## src/core/bmrd_pkg.sv

```systemverilog
// bmrd_pkg: constants and types shared by the boot memory remap decoder.
// assumes a 32-bit byte address from each bus master.
package bmrd_pkg;
  localparam int unsigned BMRD_NMST   = 2;            // instr and data masters
  localparam int unsigned BMRD_AW     = 32;           // address width
  // top nibble picks a 256 MB region
  localparam logic [3:0]  BMRD_REG_BOOT  = 4'h0;      // boot window
  localparam logic [3:0]  BMRD_REG_INTM  = 4'h1;      // own bases region
  // own bases inside region 1 (bits 27:20)
  localparam logic [7:0]  BMRD_BASE_ROM   = 8'h00;    // rom at 0x1000_0000
  localparam logic [7:0]  BMRD_BASE_SRAM  = 8'h01;    // sram at 0x1010_0000
  localparam logic [7:0]  BMRD_BASE_FLASH = 8'h02;    // flash at 0x1020_0000
  localparam logic        BMRD_REMAP_RST = 1'b0;      // remap reset value
  localparam logic        BMRD_BOOT_RST  = 1'b0;      // rom boot at reset
  // slave select, one-hot
  typedef enum logic [3:0] {
    BMRD_SEL_ROM   = 4'h1,
    BMRD_SEL_FLASH = 4'h2,
    BMRD_SEL_SRAM  = 4'h4,
    BMRD_SEL_ABORT = 4'h8
  } bmrd_sel_e;
endpackage

```

## src/core/bmrd_decode.sv

```systemverilog
// bmrd_decode: address-zero boot/remap decoder for two bus masters.
// assumes masters and erase/remap pulses run on mclk; the nv bit pin is async.
module bmrd_decode
  import bmrd_pkg::*;
(
  input  wire logic                 mclk,               // matrix clock
  input  wire logic                 rstn,               // async reset, low
  input  wire logic                 boot_source_nv_bit, // nv boot-select pin
  input  wire logic                 flash_full_erase,   // erase pulse
  input  wire logic                 remap_set,          // sw remap set pulse
  input  wire logic                 remap_clr,          // sw remap clear pulse
  input  wire logic [BMRD_NMST-1:0] m_valid,            // master request
  input  wire logic [BMRD_AW-1:0]   m_addr [BMRD_NMST], // master addresses
  output logic      [3:0]           m_sel  [BMRD_NMST], // one-hot slave pick
  output logic      [BMRD_NMST-1:0] m_abort,            // abort answer
  output logic                      boot_source_select, // captured boot bit
  output logic                      remap               // remap state
);
  import bmrd_pkg::*;

  // synchroniser for the nv pin
  logic nv_s1, nv_s2;                 // two-stage sync
  logic nv_eff;                       // nv value after erase forcing
  logic erased;                       // erase seen since reset
  logic captured;                     // capture done flag
  logic fill_s1;                      // sync stage 1 holds pin data
  logic fill_s2;                      // sync stage 2 holds pin data
  logic next_erased, next_captured, next_boot, next_remap;

  // next-state for boot capture and remap
  always_comb begin
    next_erased   = erased | flash_full_erase;
    nv_eff        = nv_s2 & ~erased & ~flash_full_erase;
    // capture once, when the sync stage holds real pin data; the sync
    // flops reset to zero, so taking them earlier would always pick rom
    next_captured = captured | fill_s2;
    next_boot     = (fill_s2 && !captured) ? nv_eff
                                           : boot_source_select;
    next_remap    = remap;
    if (remap_set) begin
      next_remap = 1'b1;
    end else if (remap_clr) begin
      next_remap = 1'b0;
    end
  end

  // state registers; remap and boot start cleared
  always_ff @(posedge mclk or negedge rstn) begin
    if (!rstn) begin
      nv_s1              <= 1'b0;
      nv_s2              <= 1'b0;
      erased             <= 1'b0;
      captured           <= 1'b0;
      fill_s1            <= 1'b0;
      fill_s2            <= 1'b0;
      boot_source_select <= BMRD_BOOT_RST;
      remap              <= BMRD_REMAP_RST;
    end else begin
      nv_s1              <= boot_source_nv_bit;
      nv_s2              <= nv_s1;
      erased             <= next_erased;
      captured           <= next_captured;
      fill_s1            <= 1'b1;
      fill_s2            <= fill_s1;
      boot_source_select <= next_boot;
      remap              <= next_remap;
    end
  end
  // capture lands on the third edge after release: two edges to fill
  // the sync, one to take it; requests before then see the rom choice,
  // so masters must hold off until captured is high (cpu reset is longer)

  // per-master decoders, identical boot arrangement for each
  genvar g;
  generate
    for (g = 0; g < BMRD_NMST; g++) begin : g_mst
      logic [3:0] next_sel;   // decoded slave
      logic       next_abt;   // decoded abort
      always_comb begin
        next_sel = 4'h0;
        next_abt = 1'b0;
        if (m_valid[g]) begin
          if (m_addr[g][31:28] == BMRD_REG_BOOT) begin
            // three candidates at zero, chosen by remap then boot bit
            if (remap) begin
              next_sel = BMRD_SEL_SRAM;
            end else if (boot_source_select) begin
              next_sel = BMRD_SEL_FLASH;
            end else begin
              next_sel = BMRD_SEL_ROM;
            end
          end else if (m_addr[g][31:28] == BMRD_REG_INTM) begin
            // fixed bases, independent of remap and boot bit
            case (m_addr[g][27:20])
              BMRD_BASE_ROM:   next_sel = BMRD_SEL_ROM;
              BMRD_BASE_SRAM:  next_sel = BMRD_SEL_SRAM;
              BMRD_BASE_FLASH: next_sel = BMRD_SEL_FLASH;
              default: begin
                next_sel = BMRD_SEL_ABORT;
                next_abt = 1'b1;
              end
            endcase
          end else begin
            next_sel = BMRD_SEL_ABORT;
            next_abt = 1'b1;
          end
        end
      end
      // registered outputs, one cycle after the request
      always_ff @(posedge mclk or negedge rstn) begin
        if (!rstn) begin
          m_sel[g]   <= 4'h0;
          m_abort[g] <= 1'b0;
        end else begin
          m_sel[g]   <= next_sel;
          m_abort[g] <= next_abt;
        end
      end

    end
  endgenerate
endmodule

```

## config.mk

```make
export PLATFORM = sky130hd
export DESIGN_NAME = bmrd_decode
export DESIGN_NICKNAME = d
export VERILOG_FILES = /design/src/core/bmrd_pkg.sv /design/src/core/bmrd_decode.sv
export SDC_FILE = /design/constraint.sdc
export NUM_CORES = 1
export LEC_CHECK = 0
export ABC_AREA = 1
export BUFFER_PORTS_ARGS = -buffer_cell sky130_fd_sc_hd__buf_2
export CAP_MARGIN = 0
export CORE_MARGIN = 10
export CORE_UTILIZATION = 35
export CTS_CLUSTER_DIAMETER = 150
export DETAILED_ROUTE_END_ITERATION = 7
export PLACE_DENSITY = 0.78
export RECOVER_POWER = 50
export SLEW_MARGIN = 0
export SYNTH_ARGS = -nofsm -noshare
export SYNTH_HDL_FRONTEND = slang
export SYNTH_SLANG_ARGS = --single-unit
```

## constraint.sdc

```tcl
create_clock -name mclk -period 0.85 [get_ports mclk]
set_input_delay 0.085 -clock mclk [delete_from_list [all_inputs] [get_ports mclk]]
set_output_delay 0.085 -clock mclk [all_outputs]
set_load 0.005 [all_outputs]
```

==> qor.log <==
INFO  clock_network  tritoncts_clock_tree=done
INFO  detailed_routing routed-via-count=860
INFO  worst_setup_path worstSetupStartpointType=register
INFO  detailed_routing first_pass_iteration_count_of_the_detailed_router=4
INFO  clock_network  clock_sinks=17
INFO  place          hpwl=1.78mm
INFO  place          placed_area=0.00110mm²
INFO  synthesis      postSynthAreaPerCell=7.65µm²
INFO  synthesis      synthesis.instances=112
INFO  job            timing.max_cap.violations=0
INFO  timing         timing.final.ws_setup=-101ps
INFO  worst_setup_path crit_slowest_cell=sky130_fd_sc_hd__dfrtp_2
INFO  die            design.core.area=0.00228mm²
INFO  synthesis      synth_top_area_share=49.6%
INFO  detailed_routing drc_errors=0
INFO  clock_network  postCtsSetupRepairBufs=0
INFO  place          globalplace.congestion=0.759
INFO  finish         fin_cells=190
INFO  synthesis      postSynth.asyncResetShare=100%
INFO  synthesis      post_synth_most_frequent_cells=sky130_fd_sc_hd__inv_1 (25), sky130_fd_sc_hd__nor2_1 (18), sky130_fd_sc_hd__dfrtp_1 (17), sky130_fd_sc_hd__nand2_1 (17), sky130_fd_sc_hd__o21ai_0 (7)
INFO  synthesis      syn-cell-area=857µm²
INFO  worst_setup_path timing.critical_path.to=remap
INFO  die            dieWidth=69.5µm
INFO  timing         final.setup_skew=1.07ps
INFO  detailed_routing dr.first_iter.drc_count=18
INFO  timing         final.period_utilization=112%
INFO  worst_setup_path reg2regPathDepth=3
INFO  timing         max_clock_freq=1050MHz
INFO  detailed_routing avgRoutedWirePerCell=10.6µm
INFO  grt            grt_start_max_net_pins=18
INFO  synthesis      post_synthesis_cell_type_with_the_largest_combined_area=sky130_fd_sc_hd__dfrtp_1
INFO  status         violated_checks=negative setup slack
INFO  timing         final-max-slew-violation-count=0
INFO  power_and_ir_drop vdd_ir_drop_max=0.000858V
INFO  finish         layout-drive-gt1-share=36.4%
INFO  synthesis      post_synth_num_cell_types=19
INFO  synthesis      postSynth.topFlopCell=sky130_fd_sc_hd__dfrtp_1
INFO  worst_setup_path path_class=register to output pin
INFO  finish         final_nets=235
INFO  finish         final_instance_area=0.00117mm²
INFO  die            initial_utilization=37.7%
INFO  clock_network  cts-buffers-inserted=3
INFO  synthesis      synth.most_common_cell=sky130_fd_sc_hd__inv_1
INFO  worst_setup_path critical_path_arrival=870ps
INFO  clock_network  clock_tree.htree_level_count=1
INFO  synthesis      synth_enable_flop_cells=0
INFO  detailed_routing final_antenna_net_count=0
INFO  die            die-area=0.00483mm²
INFO  synthesis      ys_warn_count=0
INFO  worst_setup_path critPathRequiredTime=760ps
INFO  place          numPortBuffers=43
INFO  synthesis      yosys_reg_bits=17
INFO  synthesis      synthTopCellsByArea=sky130_fd_sc_hd__dfrtp_1 (50%), sky130_fd_sc_hd__inv_1 (11%), sky130_fd_sc_hd__nor2_1 (7.9%), sky130_fd_sc_hd__nand2_1 (7.4%), sky130_fd_sc_hd__o21ai_0 (4.1%)
INFO  status         status=complete, but fails checks
INFO  timing         final-hold-violation-count=0
INFO  timing         timing.final.setup_violations=12
INFO  synthesis      syn_nets=184
INFO  die            ios=84
INFO  power_and_ir_drop power_density=1290mW/mm²
INFO  clock_network  clock_latency=280ps
INFO  worst_setup_path cp_cell_sequence=buf_2
INFO  finish         layout.core_utilization=51.2%
INFO  worst_setup_path regToRegSetupSlack=-70ps
INFO  detailed_routing routed_wl=2.02mm
INFO  detailed_routing route.detailed.vias_per_inst=4.53
INFO  die            fp.dieH=69.5µm
INFO  worst_setup_path critical_path.max_stage_delay=450ps
INFO  grt            grt-ovfl-total=0
INFO  grt            grt_first_pass_wirelength=3.39mm
INFO  grt            via_count_of_the_first_global_routing_pass=875
INFO  finish         areaGrowthSynthToFinish=36.1%
INFO  worst_setup_path crit_start=remap$_DFFE_PN0P_
INFO  worst_setup_path worst_path_dominant_cell_family=flip-flops
INFO  grt            antenna_violations_before_repair=0
INFO  timing         finalHoldWorstSlack=11.2ps
INFO  place          placedCellCount=182
INFO  worst_setup_path rr_endpoint=m_sel[4]$_DFF_PN0_
INFO  timing         setup_repair_after_global_routing_missed_its_margin=yes
INFO  finish         fillers=213
INFO  synthesis      synth_sequential_area_ratio=49.6%
INFO  worst_setup_path worst_setup_path_end_kind=output pin
INFO  timing         layout_min_cycle_time=951ps
INFO  power_and_ir_drop leakage=0.000664µW
INFO  finish         antenna_cells_inserted=0
INFO  hold_path      holdCritPathClass=input port to register
INFO  clock_network  clk_pin_slew_worst_paths=90ps
INFO  clock_network  clock_path_buffers=2
INFO  worst_setup_path critical_path.n_buffers_inverters=1
INFO  clock_network  clock_tree.root_cell=sky130_fd_sc_hd__clkbuf_4
INFO  hold_path      holdPathStages=2
INFO  grt            gr_usage_total=8.29%
INFO  worst_setup_path crit_path_max_fanout=6
INFO  worst_setup_path critical_path.reg2reg.startpoint=remap$_DFFE_PN0P_
INFO  worst_setup_path cp.depth=1
INFO  die            core.rowCount=17
## state kept, by name, summed over array words and instances, names as in the netlist
register,flops
m_sel,7
fill_s2,1
remap,1
m_abort,2
nv_s1,1
captured,1
nv_s2,1
boot_source_select,1
fill_s1,1
erased,1
## final cells by class
class / instances / area, µm² / share of cell area [%]
Inverter: 25 / 93.8 / 8.05
Clock buffer: 4 / 26.3 / 2.25
Timing Repair Buffer: 47 / 254 / 21.8
Tap cell: 28 / 35.0 / 3.00
Multi-Input combinational cell: 69 / 330 / 28.3
Sequential cell: 17 / 427 / 36.6
## cells by family after synthesis
kind of cell / synth area share (%)
AOI/OAI and AO/OA: 8.76
buffers and inverters: 11.8
DFF: 49.6
other: 0.438
and+or+nand+nor: 29.3
## how the worst min path moves through the flow
stage                     startpoint                        endpoint  slack (ps)
after floorplan                 rstn  boot_source_select$_DFFE_PN0P_        -210
after global placement          rstn              captured$_DFF_PN0_           7
after detailed placement        rstn                erased$_DFF_PN0_          10
after CTS                  remap_set               remap$_DFFE_PN0P_         0.1
after global routing       remap_set               remap$_DFFE_PN0P_           3
final                      remap_set               remap$_DFFE_PN0P_          10
## power breakdown
| part | switching, µW | leakage, µW | internal [µW] |
|---|---|---|---|
| Sequential | 15.0 | 0.000204 | 840 |
| Clock | 225 | 0.0000150 | 182 |
| Combinational | 127 | 0.000445 | 116 |
| Total | 368 | 0.000664 | 1140 |
## stage by stage
| step | setup TNS [ps] | total power, µW | setup slack [ps] |
|---|---|---|---|
| 2_1_floorplan | 0 | 968 | 46.8 |
| 3_3_place_gp | -47.9 | 1090 | -46.4 |
| 3_5_place_dp | -114 | 1100 | -62.8 |
| 4_1_cts | -544 | 1530 | -118 |
| 5_1_grt | -1080 | 1600 | -137 |
| 6_report | -345 | 1510 | -101 |
## repair_timing
action | CTS | global route
setup endpoints to repair | 15 | 18
hold buffers | 4 | 0
pin swaps | 0 | 0
gates resized for setup | 1 | 3
endpoints found under the hold margin | 20 | 0
## layout by cell type (no fill, tap or decap), types with 4 or more instances in the layout
cell and instances:
sky130_fd_sc_hd__nor2_2 5, sky130_fd_sc_hd__a21oi_1 4, sky130_fd_sc_hd__dlygate4sd3_1 4, sky130_fd_sc_hd__inv_1 24, sky130_fd_sc_hd__nand2_2 5, sky130_fd_sc_hd__nand2_1 17, sky130_fd_sc_hd__dfrtp_1 16, sky130_fd_sc_hd__buf_2 41
sky130_fd_sc_hd__o21ai_0 6, sky130_fd_sc_hd__nor2_1 18
## layer usage
metal  GRT usage (%)  wire [µm]  vias up
met1            7.81        803      390
met5               0          0        -
met2            15.1       1060       33
li1                -          -      435
met4            3.99         20        0
met3            3.28        135        2
(Power assumes the default switching activity.)
